**src/mad_pkg.sv**
```systemverilog
// Shared constants and types for the measurement converter control block and its controller.
// ==========================================================================
// How it works
// - One 9-bit converter shared by three channels.
// - Enabled channels convert in turn, continuously.
// - Each channel has its own conversion rate.
// - Temperature channel runs whenever the block is enabled.
// - Temperature result goes to protection and readback.
// - Temperature readback refreshes automatically in auto mode.
// - Manual temperature readback loads only on strobe.
// - Results split into upper and lower readback registers.
// - Per-channel lowpass filter with enable and coefficient.
// - Supply rail converts only when its enable set.
// - Supply rail result goes to the headroom tracker.
// - Supply rail readback auto, or manual on strobe.
// - Running minimum of supply rail results kept.
// - Reading minimum lower register reloads minimum from result.
// - Battery converts only when its enable set.
// - Battery has readback modes, strobe and minimum too.
// ==========================================================================
package mad_pkg;

	// Converter data and channel numbering.
	localparam int MAD_W     = 9;
	localparam int MAD_NCH   = 3;
	localparam int MAD_FRAC  = 4;
	localparam int MAD_ACC_W = MAD_W + MAD_FRAC;
	localparam int MAD_CNT_W = 10;
	localparam logic [1:0] MAD_CH_TEMP = 2'h0;
	localparam logic [1:0] MAD_CH_HV   = 2'h1;
	localparam logic [1:0] MAD_CH_BAT  = 2'h2;

	// Device register indices on the link.
	localparam logic [3:0] MAD_REG_CTRL       = 4'h0;
	localparam logic [3:0] MAD_REG_STROBE     = 4'h1;
	localparam logic [3:0] MAD_REG_RATE       = 4'h2;
	localparam logic [3:0] MAD_REG_COEF       = 4'h3;
	localparam logic [3:0] MAD_REG_COEF_BAT   = 4'h4;
	localparam logic [3:0] MAD_REG_TEMP_UP    = 4'h5;
	localparam logic [3:0] MAD_REG_TEMP_LO    = 4'h6;
	localparam logic [3:0] MAD_REG_HV_UP      = 4'h7;
	localparam logic [3:0] MAD_REG_HV_LO      = 4'h8;
	localparam logic [3:0] MAD_REG_HVMIN_UP   = 4'h9;
	localparam logic [3:0] MAD_REG_HVMIN_LO   = 4'ha;
	localparam logic [3:0] MAD_REG_BAT_UP     = 4'hb;
	localparam logic [3:0] MAD_REG_BAT_LO     = 4'hc;
	localparam logic [3:0] MAD_REG_BATMIN_UP  = 4'hd;
	localparam logic [3:0] MAD_REG_BATMIN_LO  = 4'he;
	localparam logic [3:0] MAD_REG_STATUS     = 4'hf;

	// Control register fields and reset values.
	localparam int MAD_CTRL_HV_ON   = 0;
	localparam int MAD_CTRL_BAT_ON  = 1;
	localparam int MAD_CTRL_MAN_LSB = 2;
	localparam int MAD_CTRL_LP_LSB  = 5;
	localparam int MAD_RATE_FW      = 2;
	localparam int MAD_COEF_FW      = 3;
	localparam int MAD_COEF_HV_LSB  = 4;
	localparam logic [7:0] MAD_CTRL_RST = 8'h00;
	localparam logic [7:0] MAD_RATE_RST = 8'h00;
	localparam logic [7:0] MAD_COEF_RST = 8'h00;
	localparam logic [MAD_W-1:0] MAD_MIN_RST = 9'h1ff;

	// Rate timing: one base tick per microsecond, conversion period base ticks.
	localparam int MAD_CLK_NS    = 10;
	localparam int MAD_TICK_NS   = 1000;
	localparam int MAD_TICK_CYC  = (MAD_TICK_NS + MAD_CLK_NS - 1) / MAD_CLK_NS;
	localparam int MAD_RATE_BASE = 16;

	// Controller APB map.
	localparam logic [11:0] MAD_APB_DEV_TOP   = 12'h03c;
	localparam logic [11:0] MAD_APB_HOST_CTRL = 12'h040;
	localparam logic [11:0] MAD_APB_HOST_STAT = 12'h044;
	localparam int MAD_HOST_EN_BIT = 0;

	typedef enum {MAD_SQ_IDLE, MAD_SQ_CONV} mad_seq_e;
	typedef enum {MAD_HS_IDLE, MAD_HS_WAIT, MAD_HS_RESP} mad_host_e;

endpackage

```
**src/mad_link_if.sv**
```systemverilog
// Link between the controller and the measurement converter control end.
`timescale 1ns/1ns
`default_nettype none
interface mad_link_if;
	logic       en;
	logic       req;
	logic       we;
	logic [3:0] addr;
	logic [7:0] wdata;
	logic       ack;
	logic [7:0] rdata;

	modport dev  (input en, req, we, addr, wdata, output ack, rdata);
	modport host (output en, req, we, addr, wdata, input ack, rdata);
endinterface
`default_nettype wire

```
**src/mad_device.sv**
```systemverilog
// Measurement converter control end: sequencing, filtering, readback and minimum tracking.
`timescale 1ns/1ns
`default_nettype none
module mad_device
	import mad_pkg::*;
#(
	parameter int TICK_CYCLES = MAD_TICK_CYC,
	parameter int RATE_BASE   = MAD_RATE_BASE
) (
	input  wire logic             pclk,
	input  wire logic             presetn,
	mad_link_if.dev               link,
	output var  logic             adc_start,
	output var  logic [1:0]       adc_channel,
	input  wire logic             adc_done,
	input  wire logic [MAD_W-1:0] adc_code,
	output var  logic [MAD_W-1:0] temp_to_protect,
	output var  logic             temp_valid,
	output var  logic [MAD_W-1:0] hv_to_headroom,
	output var  logic             hv_valid,
	output var  logic [MAD_W-1:0] bat_to_headroom,
	output var  logic             bat_valid
);

	// ======================================================================
	// Declarations
	logic                         done_s1;
	logic                         done_s2;
	logic [MAD_W-1:0]             code_s1;
	logic [MAD_W-1:0]             code_s2;
	logic [7:0]                   ctrl_reg;
	logic [7:0]                   rate_reg;
	logic [7:0]                   coef_reg;
	logic [7:0]                   coef_bat_reg;
	logic                         ack_reg;
	logic [7:0]                   rdata_reg;
	logic [7:0]                   rdata_next;
	mad_seq_e                     seq_reg;
	logic [1:0]                   cur_ch_reg;
	logic                         start_reg;
	logic [15:0]                  tick_cnt_reg;
	logic                         tick_reg;
	logic [MAD_NCH-1:0]           due;
	logic [MAD_NCH-1:0]           chan_on;
	logic [MAD_NCH-1:0]           manual;
	logic [MAD_NCH-1:0]           lp_on;
	logic [MAD_NCH-1:0]           strobe;
	logic [MAD_NCH-1:0]           valid_reg;
	logic [MAD_NCH-1:0][2:0]      coef_c;
	logic [MAD_NCH-1:0][MAD_W-1:0] val;
	logic [MAD_NCH-1:0][MAD_W-1:0] rb;
	logic [MAD_NCH-1:0][MAD_W-1:0] min_val;
	logic                         wr;
	logic                         conv_fire;
	logic                         pick_ok;
	logic [1:0]                   pick;
	logic [1:0]                   idx;
	logic [MAD_ACC_W-1:0]         x_ext;

	// Field views of the control registers.
	assign chan_on = {ctrl_reg[MAD_CTRL_BAT_ON], ctrl_reg[MAD_CTRL_HV_ON], 1'b1};
	assign manual  = ctrl_reg[MAD_CTRL_MAN_LSB +: MAD_NCH];
	assign lp_on   = ctrl_reg[MAD_CTRL_LP_LSB +: MAD_NCH];
	assign coef_c  = {coef_bat_reg[2:0], coef_reg[MAD_COEF_HV_LSB +: MAD_COEF_FW], coef_reg[2:0]};
	assign wr      = link.req & link.we;
	assign strobe  = (wr && link.addr == MAD_REG_STROBE) ? link.wdata[MAD_NCH-1:0] : '0;
	assign x_ext   = {code_s2, {MAD_FRAC{1'b0}}};

	// ======================================================================
	// Input synchronisers for the converter handshake and its code.
	always_ff @(posedge pclk or negedge presetn) begin
		if (!presetn) begin
			done_s1 <= 1'b0;
			done_s2 <= 1'b0;
			code_s1 <= '0;
			code_s2 <= '0;
		end else begin
			done_s1 <= adc_done;
			done_s2 <= done_s1;
			code_s1 <= adc_code;
			code_s2 <= code_s1;
		end
	end

	// ======================================================================
	// Software-written configuration registers.
	always_ff @(posedge pclk or negedge presetn) begin
		if (!presetn) begin
			ctrl_reg     <= MAD_CTRL_RST;
			rate_reg     <= MAD_RATE_RST;
			coef_reg     <= MAD_COEF_RST;
			coef_bat_reg <= MAD_COEF_RST;
		end else if (wr) begin
			case (link.addr)
				MAD_REG_CTRL:     ctrl_reg     <= link.wdata;
				MAD_REG_RATE:     rate_reg     <= link.wdata;
				MAD_REG_COEF:     coef_reg     <= link.wdata;
				MAD_REG_COEF_BAT: coef_bat_reg <= link.wdata;
				default: ;
			endcase
		end
	end

	// ======================================================================
	// Base tick for the conversion rate counters, stopped while disabled.
	always_ff @(posedge pclk or negedge presetn) begin
		if (!presetn) begin
			tick_cnt_reg <= '0;
			tick_reg     <= 1'b0;
		end else if (!link.en) begin
			tick_cnt_reg <= '0;
			tick_reg     <= 1'b0;
		end else if (tick_cnt_reg == 16'(TICK_CYCLES - 1)) begin
			tick_cnt_reg <= '0;
			tick_reg     <= 1'b1;
		end else begin
			tick_cnt_reg <= tick_cnt_reg + 16'h1;
			tick_reg     <= 1'b0;
		end
	end

	// ======================================================================
	// Round-robin choice of the next enabled, due channel after the last one.
	always_comb begin
		pick_ok = 1'b0;
		pick    = cur_ch_reg;
		idx     = cur_ch_reg;
		for (int k = 1; k <= MAD_NCH; k++) begin
			idx = 2'((int'(cur_ch_reg) + k) % MAD_NCH);
			if (!pick_ok && due[idx] && chan_on[idx]) begin
				pick_ok = 1'b1;
				pick    = idx;
			end
		end
	end

	assign conv_fire = (seq_reg == MAD_SQ_CONV) && done_s2 && link.en;

	// Converter sequencer: four-phase start/done handshake on the shared converter.
	always_ff @(posedge pclk or negedge presetn) begin
		if (!presetn) begin
			seq_reg    <= MAD_SQ_IDLE;
			cur_ch_reg <= MAD_CH_BAT;
			start_reg  <= 1'b0;
		end else begin
			case (seq_reg)
				MAD_SQ_IDLE: begin
					if (link.en && pick_ok && !done_s2) begin
						seq_reg    <= MAD_SQ_CONV;
						cur_ch_reg <= pick;
						start_reg  <= 1'b1;
					end
				end
				MAD_SQ_CONV: begin
					if (!link.en || done_s2) begin
						seq_reg   <= MAD_SQ_IDLE;
						start_reg <= 1'b0;
					end
				end
				default: begin
					seq_reg   <= MAD_SQ_IDLE;
					start_reg <= 1'b0;
				end
			endcase
		end
	end

	assign adc_start   = start_reg;
	assign adc_channel = cur_ch_reg;

	// ======================================================================
	// Per-channel rate counter, lowpass filter and readback, and a minimum on the two rails.
	for (genvar c = 0; c < MAD_NCH; c++) begin : g_ch
		logic [MAD_CNT_W-1:0] cnt_reg;
		logic [MAD_CNT_W-1:0] lim;
		logic [MAD_ACC_W-1:0] acc_reg;
		logic [MAD_ACC_W-1:0] acc_next;
		logic [MAD_W-1:0]     res_next;
		logic                 hit;

		assign lim = MAD_CNT_W'(RATE_BASE) << rate_reg[c*MAD_RATE_FW +: MAD_RATE_FW];
		assign hit = conv_fire && (cur_ch_reg == 2'(c));

		// Conversion due flag, set by the rate counter and cleared on completion.
		always_ff @(posedge pclk or negedge presetn) begin
			if (!presetn) begin
				cnt_reg <= '0;
				due[c]  <= 1'b0;
			end else if (!link.en || !chan_on[c]) begin
				cnt_reg <= '0;
				due[c]  <= 1'b0;
			end else begin
				if (tick_reg) begin
					cnt_reg <= (cnt_reg + 1'b1 >= lim) ? '0 : cnt_reg + 1'b1;
				end
				if (tick_reg && cnt_reg + 1'b1 >= lim) begin
					due[c] <= 1'b1;
				end else if (hit) begin
					due[c] <= 1'b0;
				end
			end
		end

		// First-order lowpass: step toward the sample by a coefficient-set fraction.
		always_comb begin
			acc_next = x_ext;
			if (lp_on[c]) begin
				if (x_ext >= acc_reg) begin
					acc_next = acc_reg + ((x_ext - acc_reg) >> ({1'b0, coef_c[c]} + 4'h1));
				end else begin
					acc_next = acc_reg - ((acc_reg - x_ext) >> ({1'b0, coef_c[c]} + 4'h1));
				end
			end
			res_next = acc_next[MAD_ACC_W-1:MAD_FRAC];
		end

		// Latest result, and the readback copy that follows it or waits for a strobe.
		always_ff @(posedge pclk or negedge presetn) begin
			if (!presetn) begin
				acc_reg      <= '0;
				val[c]       <= '0;
				rb[c]        <= '0;
				valid_reg[c] <= 1'b0;
			end else begin
				valid_reg[c] <= hit;
				if (hit) begin
					acc_reg <= acc_next;
					val[c]  <= res_next;
				end
				if (hit && (!manual[c] || strobe[c])) begin
					rb[c] <= res_next;
				end else if (strobe[c] && link.en) begin
					rb[c] <= val[c];
				end
			end
		end

		// Lowest result, reloaded from the current result when its lower half is read.
		if (c == 0) begin : g_nomin
			assign min_val[c] = '0;
		end else begin : g_min
			logic rd_lo;
			assign rd_lo = link.req && !link.we &&
				(link.addr == ((c == 1) ? MAD_REG_HVMIN_LO : MAD_REG_BATMIN_LO));
			always_ff @(posedge pclk or negedge presetn) begin
				if (!presetn) begin
					min_val[c] <= MAD_MIN_RST;
				end else if (rd_lo) begin
					min_val[c] <= hit ? res_next : val[c];
				end else if (hit && res_next < min_val[c]) begin
					min_val[c] <= res_next;
				end
			end
		end
	end

	assign temp_to_protect = val[MAD_CH_TEMP];
	assign hv_to_headroom  = val[MAD_CH_HV];
	assign bat_to_headroom = val[MAD_CH_BAT];
	assign temp_valid      = valid_reg[MAD_CH_TEMP];
	assign hv_valid        = valid_reg[MAD_CH_HV];
	assign bat_valid       = valid_reg[MAD_CH_BAT];

	// ======================================================================
	// Read multiplexer: upper half is bits 8..1, lower half is bit 0.
	always_comb begin
		case (link.addr)
			MAD_REG_CTRL:      rdata_next = ctrl_reg;
			MAD_REG_STROBE:    rdata_next = 8'h00;
			MAD_REG_RATE:      rdata_next = rate_reg;
			MAD_REG_COEF:      rdata_next = coef_reg;
			MAD_REG_COEF_BAT:  rdata_next = coef_bat_reg;
			MAD_REG_TEMP_UP:   rdata_next = rb[MAD_CH_TEMP][MAD_W-1:1];
			MAD_REG_TEMP_LO:   rdata_next = {7'h00, rb[MAD_CH_TEMP][0]};
			MAD_REG_HV_UP:     rdata_next = rb[MAD_CH_HV][MAD_W-1:1];
			MAD_REG_HV_LO:     rdata_next = {7'h00, rb[MAD_CH_HV][0]};
			MAD_REG_HVMIN_UP:  rdata_next = min_val[MAD_CH_HV][MAD_W-1:1];
			MAD_REG_HVMIN_LO:  rdata_next = {7'h00, min_val[MAD_CH_HV][0]};
			MAD_REG_BAT_UP:    rdata_next = rb[MAD_CH_BAT][MAD_W-1:1];
			MAD_REG_BAT_LO:    rdata_next = {7'h00, rb[MAD_CH_BAT][0]};
			MAD_REG_BATMIN_UP: rdata_next = min_val[MAD_CH_BAT][MAD_W-1:1];
			MAD_REG_BATMIN_LO: rdata_next = {7'h00, min_val[MAD_CH_BAT][0]};
			MAD_REG_STATUS:    rdata_next = {4'h0, start_reg, cur_ch_reg, link.en};
			default:           rdata_next = 8'h00;
		endcase
	end

	// Link answer: acknowledge one cycle after each request.
	always_ff @(posedge pclk or negedge presetn) begin
		if (!presetn) begin
			ack_reg   <= 1'b0;
			rdata_reg <= 8'h00;
		end else begin
			ack_reg   <= link.req;
			rdata_reg <= link.req ? rdata_next : 8'h00;
		end
	end

	assign link.ack   = ack_reg;
	assign link.rdata = rdata_reg;

endmodule
`default_nettype wire

```
**src/flat_wrapper.sv**
```systemverilog
// flat-port wrapper written by rule: the top's interface ports become plain ports
module mad_device_flat import mad_pkg::*;
#(
	parameter int TICK_CYCLES = MAD_TICK_CYC,
	parameter int RATE_BASE   = MAD_RATE_BASE
)
  (pclk, presetn, adc_start, adc_channel, adc_done, adc_code, temp_to_protect, temp_valid, hv_to_headroom, hv_valid, bat_to_headroom, bat_valid, link_en, link_req, link_we, link_addr, link_wdata, link_ack, link_rdata);
  mad_link_if link_i ();
  input  wire logic pclk;
  input  wire logic presetn;
  output var  logic adc_start;
  output var  logic [1:0] adc_channel;
  input  wire logic adc_done;
  input  wire logic [MAD_W-1:0] adc_code;
  output var  logic [MAD_W-1:0] temp_to_protect;
  output var  logic temp_valid;
  output var  logic [MAD_W-1:0] hv_to_headroom;
  output var  logic hv_valid;
  output var  logic [MAD_W-1:0] bat_to_headroom;
  output var  logic bat_valid;
  input wire logic [$bits(link_i.en)-1:0] link_en;
  input wire logic [$bits(link_i.req)-1:0] link_req;
  input wire logic [$bits(link_i.we)-1:0] link_we;
  input wire logic [$bits(link_i.addr)-1:0] link_addr;
  input wire logic [$bits(link_i.wdata)-1:0] link_wdata;
  output wire logic [$bits(link_i.ack)-1:0] link_ack;
  output wire logic [$bits(link_i.rdata)-1:0] link_rdata;
  assign link_i.en = link_en;
  assign link_i.req = link_req;
  assign link_i.we = link_we;
  assign link_i.addr = link_addr;
  assign link_i.wdata = link_wdata;
  assign link_ack = link_i.ack;
  assign link_rdata = link_i.rdata;
  mad_device #(.TICK_CYCLES(TICK_CYCLES), .RATE_BASE(RATE_BASE)) u_core (.pclk(pclk), .presetn(presetn), .link(link_i), .adc_start(adc_start), .adc_channel(adc_channel), .adc_done(adc_done), .adc_code(adc_code), .temp_to_protect(temp_to_protect), .temp_valid(temp_valid), .hv_to_headroom(hv_to_headroom), .hv_valid(hv_valid), .bat_to_headroom(bat_to_headroom), .bat_valid(bat_valid));
endmodule
```
**config.mk**
```make
export PLATFORM = sky130hd
export DESIGN_NAME = mad_device_flat
export DESIGN_NICKNAME = d
export VERILOG_FILES = /design/src/mad_pkg.sv /design/src/mad_link_if.sv /design/src/mad_device.sv /design/src/flat_wrapper.sv
export SDC_FILE = /design/constraint.sdc
export NUM_CORES = 1
export LEC_CHECK = 0
export BUFFER_PORTS_ARGS = -buffer_cell sky130_fd_sc_hd__buf_2
export CORE_ASPECT_RATIO = 0.75
export CORE_MARGIN = 5
export CORE_UTILIZATION = 45
export CTS_CLUSTER_SIZE = 28
export DETAILED_ROUTE_END_ITERATION = 10
export PLACE_DENSITY = 0.59
export SYNTH_ARGS = -nofsm -noshare
export SYNTH_HDL_FRONTEND = slang
export SYNTH_SLANG_ARGS = --single-unit
```
**constraint.sdc**
```tcl
create_clock -name pclk -period 17.8 [get_ports pclk]
set_clock_uncertainty 0.2 [all_clocks]
set_input_delay 1.78 -clock pclk [delete_from_list [all_inputs] [get_ports pclk]]
set_output_delay 1.78 -clock pclk [all_outputs]
set_load 0.1 [all_outputs]
```
==> results of run 1 <==
[final cells by class]
cell class / count / area [sq um] / area share, %
Multi-Input combinational cell: 1792 / 12500 / 60.7
Sequential cell: 219 / 5500 / 26.7
Clock buffer: 35 / 723 / 3.51
Tap cell: 569 / 712 / 3.45
Timing Repair Buffer: 89 / 508 / 2.46
Inverter: 131 / 492 / 2.38
Clock inverter: 10 / 160 / 0.777
[cells by family after synthesis]
family	share of synthesized area, %
AND/OR/NAND/NOR	18.3
AO/OA/AOI/OAI	23.7
buffers and inverters	5.51
flip-flops	28.9
multiplexers	9.10
adder cells (fa/ha/maj)	9.34
XOR/XNOR	5.14
[where the power goes]
| part | switching (mW) | internal (mW) |
|---|---|---|
| clock | 0.222 | 0.330 |
| combinational | 0.551 | 0.340 |
| sequential | 0.0582 | 0.529 |
[placed cells by master (no fill, tap or decap), types with 29 or more instances in the layout]
cell      synthesis  layout
nor3_1           49      49
nand2b_1         29      29
a21oi_1         152     152
nand2_1         191     191
xor2_1           44      44
dfrtp_1         200     200
a21o_1           32      32
xnor2_1          66      66
ha_1            132     132
mux2i_1         108     108
a211oi_1         58      58
o21ai_0         146     146
and3_1           39      39
mux2_2           38      38
nor2_1          212     212
inv_1           122     122
buf_2            14      67
nand3_1          62      62
[stage by stage]
step	utilization (%)	total power, mW
2_1_floorplan	-	1.23
3_3_place_gp	47.0	1.46
3_5_place_dp	47.0	1.46
4_1_cts	49.1	2.03
5_1_grt	49.1	2.15
6_report	49.1	2.03
[worst max-delay path: cells and delay by family, from the launching register on]
family	cells	cell delay [ns]
buffers and inverters	1	0.91
AOI/OAI and AO/OA	13	3.89
muxes	2	0.60
DFF	1	0.86
and+or+nand+nor	7	0.85
adders and majority gates	3	0.81
xor gates and xnor gates	2	0.40
[layer usage]
layer | wire length (um) | part of all wire [%] | GRT usage (%)
met2 | 25600 | 41 | 37.2
met1 | 29900 | 48 | 40.4
met3 | 5250 | 8.4 | 5.46
met4 | 1390 | 2.2 | 5.14
met5 | 13 | 0.021 | 0
[final timing paths]
check                                                   startpoint                                    end  cells past startpoint
worst max register to register  u_core.coef_bat_reg[0]$_DFFE_PN0P_         u_core.min_val[26]$_DFFE_PN1P_                     28
worst min-delay path                   u_core.code_s1[8]$_DFF_PN0_            u_core.code_s2[8]$_DFF_PN0_                      0
worst max-delay path            u_core.coef_bat_reg[0]$_DFFE_PN0P_         u_core.min_val[26]$_DFFE_PN1P_                     28
min in group asynchronous                                  presetn       u_core.tick_cnt_reg[6]$_DFF_PN0_                      1
worst min register to register         u_core.code_s1[8]$_DFF_PN0_            u_core.code_s2[8]$_DFF_PN0_                      0
max in group asynchronous                                  presetn  u_core.g_ch[1].cnt_reg[1]$_DFFE_PN0P_                      2
==> results.toml, run 1 <==
[logic_synthesis]
yosysWarnings = 0
synth_area_sq_mm = 0.0191
synth-edff-count = 0
synth_seq_area_share_pct = 28.9
synthTopCellsByArea = "dfrtp_1, ha_1, mux2i_1"
synth.distinct_cells = 107
yosys.area.top_type_share_pct = 26.2
synth_top_area_cell = "dfrtp_1"
synth_fp_nets = 2437
avgSynthCellArea_sq_um = 8.39
synthArstFlopShare_pct = 100
synthCells = 2272
synth_common_cells = "nor2_1, dfrtp_1, nand2_1, a21oi_1, o21ai_0"
synth-main-ff-cell = "dfrtp_1"
ys_seq_elements = 219
synth_most_common_cell = "nor2_1"

[critical_path]
cp-start-kind = "flop"
crit_required_ns = 18.09
arrival_ns = 8.91
crit_path_max_incr_delay_ns = 0.91
crit_path_max_fanout = 26
cp_slowest_cell = "clkinv_1"
cpMostUsedCell = "nor2_1"
reg2reg_slack_ns = 9.18
crit_type = "reg2reg"
cp-end-kind = "flop"

[timing]
fin_crit_sh_pct = 48.4
worst_slew_pin_slew_ns = 1.06
setup_slack_ns = 9.18
fmax_mhz = 116
slew-limit-headroom_pct = 28.5
rsz0062_at_grt = "false"
slew_viol_final = 0
final-setup-viol-count = 0
post-route-min-period_ns = 8.62
hold_viol = 0
hold_slack_ns = 0.145
fin_tns_setup_ns = 0

[cells_and_area]
nNetsFinal = 2423
fillCellCount = 4124
stdcell_area_sq_mm = 0.0206
final_layout_size_suffix_gt1_share_pct = 11.1
antennaDiodeCount = 0
largest_register_ffs = 39
fin_cells = 2845
area_growth_pct = 8.16

[clocking]
h-tree-depth = 1
clk_latency_ns = 0.56
cts-root-buf = "clkbuf_16"
cts.clk_slew.worst_paths_ns = 0.07
cts_setup_buffers = 0
cts-buffers-inserted = 25
clock_path_buffers = 3
tritoncts = "built"
cts.repair.resized = 0
cts_hold_buf = 0
cts_sinks = 219

[floorplan]
ioPinCount = 69
die_w_um = 248
initial_core_util_pct = 45.4
die_h_um = 188
rows = 65
design.die.area_sq_mm = 0.0466
coreArea_sq_mm = 0.0420

[place]
gp_congestion = 0.982
placed_area_sq_mm = 0.0197
dp_hpwl_um = 47900
place_ws_ns = 9.51
dp_cells = 2800
io_buffers = 68

[pwr]
p_per_area_mw_per_mm2 = 98.5
ir_worst_vdd_uv = 68.5
cellLeakagePower_nw = 9.32

[route]
wirelength_um = 62200
vias = 17400
drtIter0Drc = 1600
drc_errors = 0
viasPerCell = 6.13
post_drt_wl_per_cell_um = 21.9
ant_nets = 0
dr.pass1.iters = 6

[flow_run]
maxCapViolCount = 0

[global_route]
grt_pass1_vias = 16200
antenna_found_initial = 1
grt-ovfl-total = 0
grt_pass1_wl_um = 96600
grtUsageTotal_pct = 26.0
grt_max_degree = 92

[hold_path]
hold_class = "reg2reg"

[outcome]
status = "finished clean"
No activity file was read; power rests on OpenSTA's default activity.
==> inputs of run 2 (changes only) <==
==> constraint.sdc (replaced) <==
create_clock -name pclk -period 8.75 [get_ports pclk]
set_clock_uncertainty 0.2 [all_clocks]
set_input_delay 0.875 -clock pclk [delete_from_list [all_inputs] [get_ports pclk]]
set_output_delay 0.875 -clock pclk [all_outputs]
set_load 0.1 [all_outputs]
==> run 2 against run 1 <==
  * Total power increased by 100%
  * Flip-flop and latch count stayed put
  * Via count up 1.1%
  * Cell count grew 0.88%
  * Sequential power grew 99%
==> results.toml, run 2 (synthesis gave the netlist of run 1 again) <==
[clocking]
cts-root-buf = "clkbuf_16"
cts_hold_buf = 0
clock_path_buffers = 3
clk_latency_ns = 0.57
cts.clk_slew.worst_paths_ns = 0.06
h-tree-depth = 1
cts-buffers-inserted = 26
tritoncts = "built"
cts_sinks = 219

[timing]
slew_viol_final = 0
hold_viol = 0
setup_slack_ns = 0.631
post-route-min-period_ns = 8.12
fin_crit_sh_pct = 92.8
slew-limit-headroom_pct = 27.7
fmax_mhz = 123
fin_tns_setup_ns = 0
final-setup-viol-count = 0
worst_slew_pin_slew_ns = 1.08
rsz0062_at_grt = "false"

[critical_path]
cp_num_buf_inv = 3
crit_cells = 28
arrival_ns = 8.42
cp-end-kind = "flop"
crit_path_max_fanout = 7
crit_start = "u_core.code_s2[1]$_DFF_PN0_"
timing.rr.end = "u_core.min_val[10]$_DFFE_PN1P_"
cp_slowest_cell = "dfrtp_1"
endpoint = "u_core.min_val[10]$_DFFE_PN1P_"
crit_path_max_incr_delay_ns = 0.56
crit_type = "reg2reg"
cp-start-kind = "flop"
reg2reg_slack_ns = 0.63
r2r_cells = 28
crit_required_ns = 9.05
reg2reg_from = "u_core.code_s2[1]$_DFF_PN0_"
crit_family = "compound AO/OA/AOI/OAI gates"

[global_route]
grt_busiest_layer = "met1"
grt_pass1_wl_um = 96200
met2_usage_pct = 36.9
grt-ovfl-total = 0
antenna_found_initial = 0
grt_max_degree = 90
use_met1_pct = 41.0
grtUsageTotal_pct = 25.7
grt_pass1_vias = 16300
grt_use_met3_pct = 4.51

[floorplan]
coreArea_sq_mm = 0.0420
ioPinCount = 69
initial_core_util_pct = 45.4
rows = 65
die_w_um = 248
design.die.area_sq_mm = 0.0466
die_h_um = 188

[cells_and_area]
largest_register_ffs = 39
final_common_cell = "nor2_1"
area_growth_pct = 9.10
fillCellCount = 4075
final_cell_mix = "nor2_1, dfrtp_1, nand2_1, a21oi_1, o21ai_0"
final_layout_size_suffix_gt1_share_pct = 12.0
nNetsFinal = 2445

[route]
post_drt_wl_per_cell_um = 21.5
ant_nets = 0
viasPerCell = 6.14
wirelength_um = 61800
drc_errors = 0
vias = 17600
dr.pass1.iters = 6
drtIter0Drc = 1662

[outcome]
status = "finished clean"

[place]
dp_hpwl_um = 47400
place_ws_ns = 0.553
gp_congestion = 0.984
io_buffers = 68

[pwr]
p_per_area_mw_per_mm2 = 200
ir_worst_vdd_uv = 132
cellLeakagePower_nw = 9.43

[hold_path]
hold_class = "in2async"

[flow_run]
maxCapViolCount = 0
run 2: what timing repair did:
item	in CTS	in global routing
gates resized for setup	0	1
buffers inserted	0	4
hold endpoints to repair	0	0
endpoints found under the setup margin	0	5
run 2: where the power goes:
part | switching (mW) | internal, mW | total [mW]
registers | 0.0895 | 1.08 | 1.17
clock network | 0.453 | 0.664 | 1.12
logic | 1.16 | 0.720 | 1.88
run 2: stage by stage:
step / util, % / area (sq um) / cells / hold slack (ns) / power (mW)
final: 49.6 / 20800 / 2870 / 0.110 / 4.16
after CTS: 49.5 / 20800 / 2864 / 0.138 / 4.15
after detailed placement: 47.3 / 19900 / 2817 / 0.136 / 3.01
after global routing: 49.6 / 20800 / 2868 / 0.153 / 4.42
after global placement: 47.3 / 19900 / 2817 / 0.136 / 3.00
after floorplan: - / 19100 / 2272 / 0.131 / 2.51
run 2: worst min-delay path by stage:
stage	from	to	slack (ns)	cells after the start
final	presetn	u_core.tick_cnt_reg[9]$_DFF_PN0_	0.11	1
after CTS	presetn	u_core.tick_cnt_reg[8]$_DFF_PN0_	0.14	1
after global routing	u_core.code_s1[8]$_DFF_PN0_	u_core.code_s2[8]$_DFF_PN0_	0.15	0
after global placement	u_core.code_s1[7]$_DFF_PN0_	u_core.code_s2[7]$_DFF_PN0_	0.14	0
after detailed placement	u_core.code_s1[0]$_DFF_PN0_	u_core.code_s2[0]$_DFF_PN0_	0.14	0
after floorplan	u_core.code_s1[0]$_DFF_PN0_	u_core.code_s2[0]$_DFF_PN0_	0.13	0
run 2: per-layer routing:
layer,up-vias,wire (um)
li1,8263,-
met3,66,5450
met1,8591,30100
met4,0,896
met2,709,25400
met5,-,0
run 2: final cells by class:
| class | instances | area (sq um) | area share (%) |
|---|---|---|---|
| clock inverter | 6 | 87.6 | 0.421 |
| inverter | 131 | 492 | 2.36 |
| multi-input combinational | 1792 | 12500 | 60.2 |
| sequential | 219 | 5500 | 26.5 |
| tap | 569 | 712 | 3.42 |
| antenna | 2 | 5.00 | 0.0241 |
| clock buffer | 41 | 807 | 3.88 |
| timing repair buffer | 110 | 666 | 3.20 |
